File: config.mk
export PLATFORM = sky130hd
export DESIGN_NAME = backup_timekeeper
export DESIGN_NICKNAME = d
export VERILOG_FILES = /design/src/core/timekeeper_pkg.sv /design/src/core/backup_timekeeper.sv /design/src/core/time_counter.sv
export VERILOG_INCLUDE_DIRS = /design/src /design/src/core
export SDC_FILE = /design/constraint.sdc
export NUM_CORES = 1
export LEC_CHECK = 0
export ABC_CLOCK_PERIOD_IN_PS = 5300
export BUFFER_PORTS_ARGS = -buffer_cell sky130_fd_sc_hd__clkbuf_2
export CAP_MARGIN = 10
export CORE_ASPECT_RATIO = 0.6
export CORE_MARGIN = 2
export CORE_UTILIZATION = 60
export CTS_CLUSTER_SIZE = 20
export DETAILED_ROUTE_END_ITERATION = 8
export HOLD_SLACK_MARGIN = 0.03
export PLACE_DENSITY = 0.77
export SYNTH_ARGS = -nofsm -noshare
export SYNTH_HDL_FRONTEND = slang
export SYNTH_SLANG_ARGS = --single-unit
File: constraint.sdc
create_clock -name sys_clk -period 5.3 [get_ports sys_clk]
set_clock_uncertainty 0.1 [all_clocks]
set_input_delay 0.265 -clock sys_clk [delete_from_list [all_inputs] [get_ports sys_clk]]
set_output_delay 0.265 -clock sys_clk [all_outputs]
set_load 0.005 [all_outputs]
File: src/core/timekeeper_map.svh
/*
  Register offsets, field positions, limits and timing figures of the backup timekeeper.
  Assumes it is included by bare name from the package and the design modules.
*/
`ifndef TIMEKEEPER_MAP_SVH
`define TIMEKEEPER_MAP_SVH

// Page selector and page numbers
`define PAGE_SEL_ADDR 7'h00
`define PAGE_TIME 8'h00
`define PAGE_CTRL 8'h03

// Page 0 time words, byte addresses
`define MIN_SEC_ADDR 7'h78
`define MIN_BYTE_ADDR 7'h79
`define DAY_HOUR_ADDR 7'h7A
`define DAY_BYTE_ADDR 7'h7B
`define YEAR_MON_ADDR 7'h7C
`define YEAR_BYTE_ADDR 7'h7D

// Page 3 control bytes
`define GLOBAL_COMMAND_REGISTER_ADDR 7'h02
`define SETUP_ADDR 7'h0A
`define SETUP_MODE_BIT 0
`define SETUP_DST_BIT 1
`define CMD_FLASH_BIT 3
`define SETUP_RESET 8'h00

// Field limits
`define SEC_MAX 6'h3B
`define MIN_MAX 6'h3B
`define HOUR_MAX 5'h17
`define DAY_MAX 5'h1F
`define DAY_FIRST 5'h01
`define MON_MAX 4'hC
`define MON_FIRST 4'h1
`define MON_FEB 4'h2
`define YEAR_MAX 7'h63

// Frame layout
`define FRAME_BITS 5'h10
`define FRAME_WR_BIT 15

// Timing: clock rate, one second, flash update time
`define CLK_HZ 10000000
`define TICK_MS 1000
`define FLASH_MS 375
`define TICK_CYCLES (`CLK_HZ / 1000 * `TICK_MS)
`define FLASH_CYCLES (`CLK_HZ / 1000 * `FLASH_MS)

`endif

File: src/core/timekeeper_pkg.sv
/*
  Types shared by the timekeeper modules.
  Assumes the constants header sits beside it.
*/
`include "timekeeper_map.svh"

package timekeeper_pkg;
  typedef logic [5:0] sec_t;
  typedef logic [5:0] min_t;
  typedef logic [4:0] hour_t;
  typedef logic [4:0] day_t;
  typedef logic [3:0] mon_t;
  typedef logic [6:0] year_t;
  typedef enum logic [0:0] {
    FLASH_IDLE = 1'b0,
    FLASH_BUSY = 1'b1
  } flash_state_t;
endpackage

File: src/core/backup_timekeeper.sv
/*
  Backup timekeeper with paged serial register access, setup and command bytes.
  Assumes serial pins come from another domain and a 10 MHz sys_clk that stays up on backup power.
*/
// Contract
// RL1: Setup bit 0 selects elapsed timer (0) or clock/calendar (1).
// RL2: Elapsed mode starts all time words at zero after reset and counts on.
// RL3: Software writes seconds, minutes, hours, day, month, then year.
// RL4: Written time stays pending until the year byte is written.
// RL5: Loaded time appears from the next one-second tick onward.
// RL6: Software always writes the year byte last, even if unchanged.
// RL7: Software sets calendar mode before writing time.
// RL8: Setup bit 1 is the daylight saving control.
// RL9: Software triggers flash update with command bit 3 after setup.
// RL10: Counting continues on backup power; reads need main power and startup.
// RL11: Seconds in bits 5:0, binary 0 to 59.
// RL12: Minutes in bits 13:8, binary 0 to 59.
// RL13: Hours in bits 5:0 of day/hour word, 0 to 23.
// RL14: Day in bits 12:8, 1 to 31.
// RL15: Month in bits 3:0 of year/month word, 1 to 12.
// RL16: Year in bits 14:8, 0 to 99 from 2000.
// RL17: Command bits set by software clear themselves when done.
// RL18: Calendar ticks carry seconds up to year with month lengths.
// RL19: The second tick comes from the backup-domain timebase.
`timescale 1ns/100ps
`include "timekeeper_map.svh"

module backup_timekeeper #(
  parameter int unsigned TICK_CYCLES = `TICK_CYCLES,
  parameter int unsigned FLASH_CYCLES = `FLASH_CYCLES
) (
  input wire logic sys_clk,
  input wire logic nrst,
  input wire logic main_ready,
  input wire logic sclk,
  input wire logic cs_n,
  input wire logic mosi,
  output logic miso,
  output logic calendar_mode,
  output logic dst_enable,
  output logic flash_update_req,
  output logic flash_busy,
  output logic second_tick
);
  import timekeeper_pkg::*;

  ////////////////////////////////////////////////////////////////////////////
  // Pin synchronisers

  logic sclk_s1, sclk_s2, sclk_s3, cs_s1, cs_s2, cs_s3, mosi_s1, mosi_s2, main_s1, main_s2;

  // Two flops per pin, third only for edge detection
  always_ff @(posedge sys_clk or negedge nrst) begin
    if (!nrst) begin
      sclk_s1 <= 1'b1;
      sclk_s2 <= 1'b1;
      sclk_s3 <= 1'b1;
      cs_s1 <= 1'b1;
      cs_s2 <= 1'b1;
      cs_s3 <= 1'b1;
      mosi_s1 <= 1'b0;
      mosi_s2 <= 1'b0;
      main_s1 <= 1'b0; // Supply flag starts absent
      main_s2 <= 1'b0;
    end else begin
      sclk_s1 <= sclk;
      sclk_s2 <= sclk_s1;
      sclk_s3 <= sclk_s2;
      cs_s1 <= cs_n;
      cs_s2 <= cs_s1;
      cs_s3 <= cs_s2;
      mosi_s1 <= mosi;
      mosi_s2 <= mosi_s1;
      main_s1 <= main_ready;
      main_s2 <= main_s1;
    end
  end

  logic sclk_rise, sclk_fall, frame_start, frame_end;
  assign sclk_rise = sclk_s2 && !sclk_s3 && !cs_s2;
  assign sclk_fall = !sclk_s2 && sclk_s3 && !cs_s2;
  assign frame_start = !cs_s2 && cs_s3;
  assign frame_end = cs_s2 && !cs_s3;

  ////////////////////////////////////////////////////////////////////////////
  // Serial frame shifter

  logic [15:0] rx_reg, rx_next, tx_reg, tx_next, rd_data_reg, rd_data_next;
  logic [4:0] bits_reg, bits_next;
  logic frame_ok, wr_frame, rd_frame;
  logic [6:0] frame_addr;
  logic [7:0] frame_byte;
  logic [15:0] rd_mux;

  assign frame_ok = frame_end && bits_reg == `FRAME_BITS && main_s2; // RL10
  assign wr_frame = frame_ok && rx_reg[`FRAME_WR_BIT];
  assign rd_frame = frame_ok && !rx_reg[`FRAME_WR_BIT];
  assign frame_addr = rx_reg[14:8];
  assign frame_byte = rx_reg[7:0];

  // Sample on rising edge, shift out on falling, answer on next frame
  always_comb begin
    rx_next = rx_reg;
    tx_next = tx_reg;
    bits_next = bits_reg;
    rd_data_next = rd_data_reg;
    if (frame_start) begin
      bits_next = 5'h00;
      tx_next = rd_data_reg;
    end else if (sclk_rise && bits_reg != `FRAME_BITS + 5'h01) begin // Stops at 17, refused
      rx_next = {rx_reg[14:0], mosi_s2};
      bits_next = bits_reg + 5'h01;
    end else if (sclk_fall) begin
      tx_next = {tx_reg[14:0], 1'b0};
    end
    if (rd_frame) begin
      rd_data_next = rd_mux;
    end else if (frame_ok || !main_s2) begin
      rd_data_next = 16'h0000;
    end
  end

  always_ff @(posedge sys_clk or negedge nrst) begin
    if (!nrst) begin
      rx_reg <= 16'h0000;
      tx_reg <= 16'h0000;
      bits_reg <= 5'h00;
      rd_data_reg <= 16'h0000;
    end else begin
      rx_reg <= rx_next;
      tx_reg <= tx_next;
      bits_reg <= bits_next;
      rd_data_reg <= rd_data_next;
    end
  end

  assign miso = tx_reg[15];

  ////////////////////////////////////////////////////////////////////////////
  // Page, setup, pending time and commit registers

  logic [7:0] page_reg, page_next, setup_reg, setup_next;
  logic [15:0] ms_pend_reg, ms_pend_next, dh_pend_reg, dh_pend_next, ym_pend_reg, ym_pend_next;
  logic commit_reg, commit_next, year_wr, time_page, ctrl_page;
  sec_t sec_reg;
  min_t min_reg;
  hour_t hour_reg;
  day_t day_reg;
  mon_t mon_reg;
  year_t year_reg;

  assign time_page = page_reg == `PAGE_TIME;
  assign ctrl_page = page_reg == `PAGE_CTRL;
  assign year_wr = wr_frame && time_page && frame_addr == `YEAR_BYTE_ADDR
                   && setup_reg[`SETUP_MODE_BIT]; // RL4
  assign calendar_mode = setup_reg[`SETUP_MODE_BIT]; // RL1
  assign dst_enable = setup_reg[`SETUP_DST_BIT]; // RL8

  // Byte writes into page, setup and pending words
  always_comb begin
    page_next = page_reg;
    setup_next = setup_reg;
    ms_pend_next = ms_pend_reg;
    dh_pend_next = dh_pend_reg;
    ym_pend_next = ym_pend_reg;
    commit_next = year_wr || (commit_reg && !second_tick); // RL4 RL5
    if (wr_frame) begin
      if (frame_addr == `PAGE_SEL_ADDR) begin
        page_next = frame_byte;
      end else if (ctrl_page && frame_addr == `SETUP_ADDR) begin
        setup_next = frame_byte; // RL1 RL8
      end else if (time_page && calendar_mode) begin
        case (frame_addr)
          `MIN_SEC_ADDR: ms_pend_next[7:0] = {2'h0, frame_byte[5:0]}; // RL11
          `MIN_BYTE_ADDR: ms_pend_next[15:8] = {2'h0, frame_byte[5:0]}; // RL12
          `DAY_HOUR_ADDR: dh_pend_next[7:0] = {3'h0, frame_byte[4:0]}; // RL13
          `DAY_BYTE_ADDR: dh_pend_next[15:8] = {3'h0, frame_byte[4:0]}; // RL14
          `YEAR_MON_ADDR: ym_pend_next[7:0] = {4'h0, frame_byte[3:0]}; // RL15
          `YEAR_BYTE_ADDR: ym_pend_next[15:8] = {1'b0, frame_byte[6:0]}; // RL16
          default: ym_pend_next = ym_pend_reg;
        endcase
      end
    end
  end

  always_ff @(posedge sys_clk or negedge nrst) begin
    if (!nrst) begin
      page_reg <= `PAGE_TIME;
      setup_reg <= `SETUP_RESET;
      ms_pend_reg <= 16'h0000;
      dh_pend_reg <= 16'h0000;
      ym_pend_reg <= 16'h0000;
      commit_reg <= 1'b0;
    end else begin
      page_reg <= page_next;
      setup_reg <= setup_next;
      ms_pend_reg <= ms_pend_next;
      dh_pend_reg <= dh_pend_next;
      ym_pend_reg <= ym_pend_next;
      commit_reg <= commit_next;
    end
  end

  ////////////////////////////////////////////////////////////////////////////
  // Flash update command, self clearing

  flash_state_t flash_state_reg, flash_state_next;
  logic [31:0] flash_cnt_reg, flash_cnt_next;
  logic flash_start;

  assign flash_start = wr_frame && ctrl_page && frame_addr == `GLOBAL_COMMAND_REGISTER_ADDR
                       && frame_byte[`CMD_FLASH_BIT];

  // Busy for the flash time, then the command bit drops
  always_comb begin
    flash_state_next = flash_state_reg;
    flash_cnt_next = flash_cnt_reg;
    case (flash_state_reg)
      FLASH_IDLE: begin
        if (flash_start) begin
          flash_state_next = FLASH_BUSY;
          flash_cnt_next = 32'h0;
        end
      end
      FLASH_BUSY: begin
        flash_cnt_next = flash_cnt_reg + 32'h1;
        if (flash_cnt_reg >= FLASH_CYCLES - 1) begin
          flash_state_next = FLASH_IDLE; // RL17
        end
      end
      default: flash_state_next = FLASH_IDLE;
    endcase
  end

  always_ff @(posedge sys_clk or negedge nrst) begin
    if (!nrst) begin
      flash_state_reg <= FLASH_IDLE;
      flash_cnt_reg <= 32'h0;
    end else begin
      flash_state_reg <= flash_state_next;
      flash_cnt_reg <= flash_cnt_next;
    end
  end

  assign flash_busy = flash_state_reg == FLASH_BUSY;
  assign flash_update_req = flash_start && flash_state_reg == FLASH_IDLE;

  ////////////////////////////////////////////////////////////////////////////
  // One-second timebase and counter

  logic [31:0] tick_cnt_reg, tick_cnt_next;

  // Free running divider, independent of main power
  always_comb begin
    tick_cnt_next = (tick_cnt_reg >= TICK_CYCLES - 1) ? 32'h0 : tick_cnt_reg + 32'h1; // RL19
  end

  always_ff @(posedge sys_clk or negedge nrst) begin
    if (!nrst) begin
      tick_cnt_reg <= 32'h0;
    end else begin
      tick_cnt_reg <= tick_cnt_next;
    end
  end

  assign second_tick = tick_cnt_reg == TICK_CYCLES - 1; // RL10

  time_counter counter_u (
    .sys_clk(sys_clk),
    .nrst(nrst),
    .tick(second_tick),
    .calendar(calendar_mode),
    .load(commit_reg), // RL5
    .load_sec(ms_pend_reg[5:0]),
    .load_min(ms_pend_reg[13:8]),
    .load_hour(dh_pend_reg[4:0]),
    .load_day(dh_pend_reg[12:8]),
    .load_mon(ym_pend_reg[3:0]),
    .load_year(ym_pend_reg[14:8]),
    .sec_reg(sec_reg),
    .min_reg(min_reg),
    .hour_reg(hour_reg),
    .day_reg(day_reg),
    .mon_reg(mon_reg),
    .year_reg(year_reg)
  );

  // Read data selection by page and address
  always_comb begin
    rd_mux = 16'h0000;
    if (frame_addr == `PAGE_SEL_ADDR) begin
      rd_mux = {8'h00, page_reg};
    end else if (time_page) begin
      case (frame_addr)
        `MIN_SEC_ADDR: rd_mux = {2'h0, min_reg, 2'h0, sec_reg}; // RL11 RL12
        `DAY_HOUR_ADDR: rd_mux = {3'h0, day_reg, 3'h0, hour_reg}; // RL13 RL14
        `YEAR_MON_ADDR: rd_mux = {1'b0, year_reg, 4'h0, mon_reg}; // RL15 RL16
        default: rd_mux = 16'h0000;
      endcase
    end else if (ctrl_page) begin
      case (frame_addr)
        `SETUP_ADDR: rd_mux = {8'h00, setup_reg};
        `GLOBAL_COMMAND_REGISTER_ADDR: rd_mux = {12'h000, flash_busy, 3'h0}; // RL17
        default: rd_mux = 16'h0000;
      endcase
    end
  end
endmodule

File: src/core/time_counter.sv
/*
  Seconds-to-year counter with carry chain, month lengths and a commit load.
  Assumes a one-cycle tick per second and load values held stable by the caller.
*/
`timescale 1ns/100ps
`include "timekeeper_map.svh"

module time_counter (
  input wire logic sys_clk,
  input wire logic nrst,
  input wire logic tick,
  input wire logic calendar,
  input wire logic load,
  input wire timekeeper_pkg::sec_t load_sec,
  input wire timekeeper_pkg::min_t load_min,
  input wire timekeeper_pkg::hour_t load_hour,
  input wire timekeeper_pkg::day_t load_day,
  input wire timekeeper_pkg::mon_t load_mon,
  input wire timekeeper_pkg::year_t load_year,
  output timekeeper_pkg::sec_t sec_reg,
  output timekeeper_pkg::min_t min_reg,
  output timekeeper_pkg::hour_t hour_reg,
  output timekeeper_pkg::day_t day_reg,
  output timekeeper_pkg::mon_t mon_reg,
  output timekeeper_pkg::year_t year_reg
);
  import timekeeper_pkg::*;

  sec_t sec_next;
  min_t min_next;
  hour_t hour_next;
  day_t day_next;
  mon_t mon_next;
  year_t year_next;
  day_t last_day;

  // Days in the current month, leap every fourth year from 2000
  always_comb begin
    case (mon_reg)
      4'h4, 4'h6, 4'h9, 4'hB: last_day = 5'h1E;
      `MON_FEB: last_day = (year_reg[1:0] == 2'h0) ? 5'h1D : 5'h1C;
      default: last_day = `DAY_MAX;
    endcase
  end

  // Load on commit tick, else carry through the fields
  always_comb begin
    sec_next = sec_reg;
    min_next = min_reg;
    hour_next = hour_reg;
    day_next = day_reg;
    mon_next = mon_reg;
    year_next = year_reg;
    if (tick && load) begin
      sec_next = load_sec;
      min_next = load_min;
      hour_next = load_hour;
      day_next = load_day;
      mon_next = load_mon;
      year_next = load_year;
    end else if (tick) begin
      sec_next = sec_reg + 6'h01;
      if (sec_reg >= `SEC_MAX) begin // RL11 RL18
        sec_next = 6'h00;
        min_next = min_reg + 6'h01;
        if (min_reg >= `MIN_MAX) begin // RL12
          min_next = 6'h00;
          hour_next = hour_reg + 5'h01;
          if (hour_reg >= `HOUR_MAX) begin // RL13
            hour_next = 5'h00;
            day_next = day_reg + 5'h01;
            if (calendar ? (day_reg >= last_day) : (day_reg >= `DAY_MAX)) begin // RL14
              day_next = calendar ? `DAY_FIRST : 5'h00;
              mon_next = mon_reg + 4'h1;
              if (mon_reg >= (calendar ? `MON_MAX : `MON_MAX - 4'h1)) begin // RL15
                mon_next = calendar ? `MON_FIRST : 4'h0;
                year_next = (year_reg >= `YEAR_MAX) ? 7'h00 : year_reg + 7'h01; // RL16
              end
            end
          end
        end
      end
    end
  end

  // Time state, all zero after reset
  always_ff @(posedge sys_clk or negedge nrst) begin
    if (!nrst) begin
      sec_reg <= 6'h00; // RL2
      min_reg <= 6'h00;
      hour_reg <= 5'h00;
      day_reg <= 5'h00;
      mon_reg <= 4'h0;
      year_reg <= 7'h00;
    end else begin
      sec_reg <= sec_next;
      min_reg <= min_next;
      hour_reg <= hour_next;
      day_reg <= day_next;
      mon_reg <= mon_next;
      year_reg <= year_next;
    end
  end
endmodule

-- Word-level counts from Yosys, hierarchy flattened
Index checks and enable logic that the tools add are counted.
Widths: inputs -> output; s select.
- add/sub/neg operators: 9
- $mul: 0
- divide/modulo/power cells: 0
- magnitude comparators: 9
- eq/ne operators: 19
- shift-type cells: 0
- multiplexer cells: 57
- bitwise operators: 4
- reductions and logical operators: 59
- operator list (cell ; number):
    $mux 16 ; 6
    $mux 5 ; 13
    $add 32x1->32 const B ; 2
    $mux 32 ; 2
    $pmux 32 s2 ; 1
    $mux 7 ; 8
    $pmux 15 s3 ; 1
    $eq 7x7->1 const B ; 6
    $mux 6 ; 7
    $reduce_and 5->1 ; 7
    $eq 32x24->1 const B ; 1
    $ge 32x22->1 const B ; 1
    $ge 32x24->1 const B ; 1
    $mux 4 ; 7
    $logic_and 1x1->1 ; 22
    $reduce_bool 2->1 ; 9
    $pmux 8 s2 ; 1
    $add 5x1->5 const B ; 3
    $mux 15 ; 1
    $add 6x1->6 const B ; 2
    $ge 6x6->1 const B ; 2
    $ge 5x5->1 const B ; 2
    $pmux 5 s2 ; 1
    $eq 4x3->1 const B ; 2
    28 further kinds ; 49
- register bits after elaboration: 211
- latch bits: 0
- memory bits (writable): 0
- bits in read-only memories: 0
- input port bits: 6
- output and inout port bits: 6
- logic and storage cells: 189
- memories kept: 0

-- Depth between registers and ports, before layout
- depth in word-level cells: 11
- depth in mapped cells: 12
- gate-level depth less buffers: 12

-- By module
From an unflattened synthesis, not the netlist that was laid out.
- cells, all modules: 979
- area total of the unflattened synthesis: 10311.1 um2
- by module, submodules not included (module ; instances ; cells each ; area an instance (um2) ; seq. area each (um2)):
    backup_timekeeper ; 1 ; 711 ; 7955.1 ; 4436.8
    time_counter ; 1 ; 268 ; 2356.0 ; 825.8

-- Least setup slack after synthesis
Ideal clock, no wire load.
- path type: reg2reg
- start: reg counter_u.mon_reg[0]
- end: reg counter_u.year_reg[6]
- library setup time: 119 ps
- arrival time: 2450 ps
- required time: 5081 ps
- setup slack: 2631 ps
- stages on the path, launching flop included: 13
- buffers on the path: 0
- period minus slack after synthesis: 2669 ps
- cell sequence: dfrtp_1 inv_1 ha_1 o21ai_0 o21ai_0 o21ai_0 ha_1 nand2b_1 a21oi_1 o22ai_1 a41oi_1 o21bai_1 o21a_1
- cells in the longest elaborated chain, start to end: 7
- elaborated cells between the ends (all ways): 13
- classes of those cells: order compare: 2; eq/ne: 5; mux: 2; reduce/logical: 4
- ends and longest elaborated chain (item ; line ; source):
    start: declaration ; time_counter.sv:24 ; output timekeeper_pkg::mon_t mon_reg,
    start signal: assignment ; time_counter.sv:100 ; mon_reg <= mon_next;
    $eq 4x3->1 / $eq 4x4->1 (equally long branches) ; time_counter.sv:39 ; case (mon_reg)
    $reduce_or 4->1 ; time_counter.sv:39 ;
    $pmux 5 s2 ; time_counter.sv:39 ;
    $ge 5x5->1 ; time_counter.sv:72 ; if (calendar ? (day_reg >= last_day) : (day_reg >= `DAY_MAX)) begin
    $mux 1 ; time_counter.sv:72 ;
    $reduce_bool 2->1 (no line) ; - ;
    $reduce_and 6->1 (no line) * ; - ;
    end signal: assignment ; time_counter.sv:101 ; year_reg <= year_next;
    end: declaration ; time_counter.sv:25 ; output timekeeper_pkg::year_t year_reg
Mark *: on every way between the ends. The rest lies on a longest branch, timed or not.
A chain may end at the register's enable or synchronous reset.

-- Final worst setup path
- start: reg rx_reg[9]
- end: out flash_update_req
- cells in the longest elaborated chain, start to end: 4
- ends and longest elaborated chain (item ; line ; source):
    start: declaration ; backup_timekeeper.sv:88 ; logic [15:0] rx_reg, rx_next, tx_reg, tx_next, rd_data_reg, rd_data_next;
    start signal: assignment ; backup_timekeeper.sv:130 ; rx_reg <= rx_next;
    $eq 7x2->1 ; - ;
    $logic_and 1x1->1 (no line) ; - ;
    $logic_and 1x1->1 ; backup_timekeeper.sv:211 ; assign flash_start = wr_frame && ctrl_page && frame_addr == `GLOBAL_COMMAND_REGISTER_ADDR
    $logic_and 1x1->1 ; backup_timekeeper.sv:246 ; assign flash_update_req = flash_start && flash_state_reg == FLASH_IDLE;
    end: declaration ; backup_timekeeper.sv:41 ; output logic flash_update_req,
Every way passes these cells.

==> impl_metrics.ini <==
[routing]
avgRoutedWirePerCell_microns = 18.1
wl_microns = 22300
vias = 7667
first_iter_violations = 858
ant_nets = 0
drc = 10
viasPerCell = 6.21
first_pass_iters = 9

[clock_tree]
cts_inserted_buffers = 20
cts.sinks = 210
ctsResizeCount = 0
cts.clk_slew.worst_paths_ns = 0.07
h-tree-depth = 1
clockBufferDepth = 3
cts_setup_buffers = 0
cts_tree = built
holdBufCountCts = 5
clock_latency_ns = 0.50
root_buffer = clkbuf_16

[layout]
antenna_cells = 0
regArea_sq_um = 5260
final_nets = 1022
final_cell_area_sq_um = 11200
fillers = 1246
final_cell_count_no_fill = 1235
area_delta_synth_final_pct = 9.27
multi_input_area_sq_um = 4630
drive_gt1_share_pct = 13.4

[min_path]
min_path_type = in -> async

[floorplanning]
dieHeight_microns = 105
rows = 36
die_x_microns = 173
core-area_sq_um = 16400
start_util_pct = 62.2
die-area_sq_um = 18100
io_pins = 12

[placement]
dpl.cell_count = 1195
hpwl_microns = 15100
place_congestion = 0.865
place_area_sq_um = 10500
io_buffers = 11

[global_routing]
gr-total-overflow = 0
grt_max_degree = 134
grt_pass1_wl_microns = 37000
antenna_found_initial = 1
gr-usage-all-layers_pct = 25.1
grt_pass1_vias = 7024

[timing]
final-setup-viol-count = 0
fin_crit_sh_pct = 71.9
finalSetupTns_ns = 0
worst_slew_pin_slew_ns = 1.16
hold_slack_ns = 0.252
slew_headroom_pct = 22.8
maxSlewViolCount = 0
min_period_ns = 3.81
rsz0062_at_grt = no
finalHoldViolCount = 0
fmax_mhz = 263

[power_and_ir_drop]
power_density_nw_per_um2 = 287
irDropWorstVdd_mv = 0.263
finalPower_uw = 3200
p_leak_uw = 0.00496

[synth]
synth-seq-area-share_pct = 51.5
synth_flop_cell = dfrtp_1
synth_seq_cells = 210
synth_area_sq_um = 10200
syn_area_per_cell_sq_um = 10.4
synthDistinctLibCells = 75
synthArstFlopShare_pct = 100
ys.warnings.count = 0
synth_edf_count = 0
synthCells = 982

[critical_path]
end_kind = primary output
worstSetupPathType = reg -> out
required_ns = 4.93
cp-start-kind = flip-flop
crit_fanout = 27
cp.arrival_ns = 3.44

[status]
violations = design-rule violations
outcome = finished with violations

[run]
cap_violations = 0
==> power breakdown <==
part | internal, uW | leakage, uW | switching, uW
Clock | 837 | 0.000321 | 593
Combinational | 24.6 | 0.00176 | 50.6
Sequential | 1630 | 0.00288 | 69.1
Total | 2490 | 0.00496 | 713
==> worst max-delay path, stage by stage, from the launching register on <==
cell	delay (ns)
dfrtp_1	0.79
nand4b_1	0.26
or4_1	0.71
nand2b_1	0.69
inv_1	0.32
clkbuf_2	0.15
==> placed cells by master, fill, tap and decap left out, types with 4 or more instances in the layout <==
cell type        n
clkbuf_16       20
nor2b_1          7
clkbuf_2        10
nand3_1         60
nand2_1         72
xnor2_1         12
o2bb2ai_1        4
clkbuf_8         4
nand2b_1         6
o21ai_0         92
nor4_1          10
o31ai_1          5
and4_1           7
a31oi_1          4
a222oi_1        14
nor4b_1          8
nor3b_1         12
a22o_1          11
conb_1           8
buf_4            5
or3_1            5
dfrtp_1        204
ha_1            21
and2_1           6
inv_1           43
dfstp_2          6
a22oi_1          9
nand4_1         14
o31a_1           4
mux2i_1         11
xor2_1          14
nor3_1          37
and3_1          16
mux2_2          65
nor2_1          60
dlygate4sd3_1    5
clkbuf_1         5
a211oi_1         6
a21oi_1         37
o21ai_1         10
==> final cells by class <==
class / count / area share (%)
flip-flops and latches: 210 / 47.1
well taps: 228 / 2.55
clock buffers: 28 / 5.02
clock inverters: 6 / 0.818
repair buffers: 22 / 1.53
inverters: 44 / 1.52
multi-input cells: 697 / 41.4
==> path summary, 6_finish.rpt <==
kind                       slack (ns)                              from  depth (start not counted)                                end
hold reg to reg                  0.25                 main_s1$_DFF_PN0_                          0                  main_s2$_DFF_PN0_
min in group sys_clk             0.25                 main_s1$_DFF_PN0_                          0                  main_s2$_DFF_PN0_
max in group asynchronous        3.72                              nrst                          3        ym_pend_reg[12]$_DFFE_PN0P_
setup reg to reg                 1.97  counter_u.mon_reg[0]$_DFFE_PN0P_                         12  counter_u.year_reg[5]$_DFFE_PN0P_
setup / recovery                 1.49             rx_reg[9]$_DFFE_PN0P_                          5                   flash_update_req
hold / removal                   0.25                              nrst                          2         ms_pend_reg[1]$_DFFE_PN0P_
==> logic make-up (layout without fill, tap and decap cells) <==
logic type / after synthesis / count (layout) / synth area share (%)
AO/OA/AOI/OAI: 222 / 222 / 13.7
XOR/XNOR: 26 / 26 / 2.23
buffers and inverters: 82 / 100 / 3.59
flip-flops: 210 / 210 / 51.5
multiplexers: 76 / 76 / 8.24
adder cells (fa/ha/maj): 21 / 21 / 2.57
other: 1 / 8 / 0.0367
AND/OR/NAND/NOR: 344 / 344 / 18.2
==> per-stage QoR <==
stage | utilization, % | worst slack, ns
5_1_grt | 67.9 | 1.28
3_5_place_dp | 63.6 | 2.08
3_3_place_gp | 63.6 | 2.17
2_1_floorplan | - | 2.63
4_1_cts | 67.9 | 1.51
6_report | 67.9 | 1.49
==> synth_stat cells, types with 7 or more instances <==
library cell,instances,area [sq um]
a22oi_1,9,67.6
buf_2,7,35.0
nand3_1,60,300
nor3_1,37,185
a22o_1,11,96.3
mux2i_1,11,110
o21ai_1,10,50.1
xnor2_1,12,105
dfrtp_1,204,5100
xor2_1,14,123
mux2_2,65,732
ha_1,21,263
a21oi_1,37,185
a222oi_1,14,140
clkbuf_1,21,78.8
nor3b_1,12,90.1
o21ai_0,92,460
and4_1,7,61.3
inv_1,43,161
and3_1,16,100
nor4_1,10,62.6
nor2b_1,7,43.8
nor2_1,60,225
nand2_1,72,270
nand4_1,14,87.6
nor4b_1,8,70.1
==> metal layers <==
metal | wire (microns) | vias up | global-route usage (%)
li1 | - | 3618 | -
met1 | 11300 | 3745 | 41.7
met2 | 8830 | 271 | 33.5
met3 | 1810 | 33 | 4.77
met4 | 383 | 0 | 4.95
met5 | 0 | - | 0
Power figures use the tool's default switching activity.
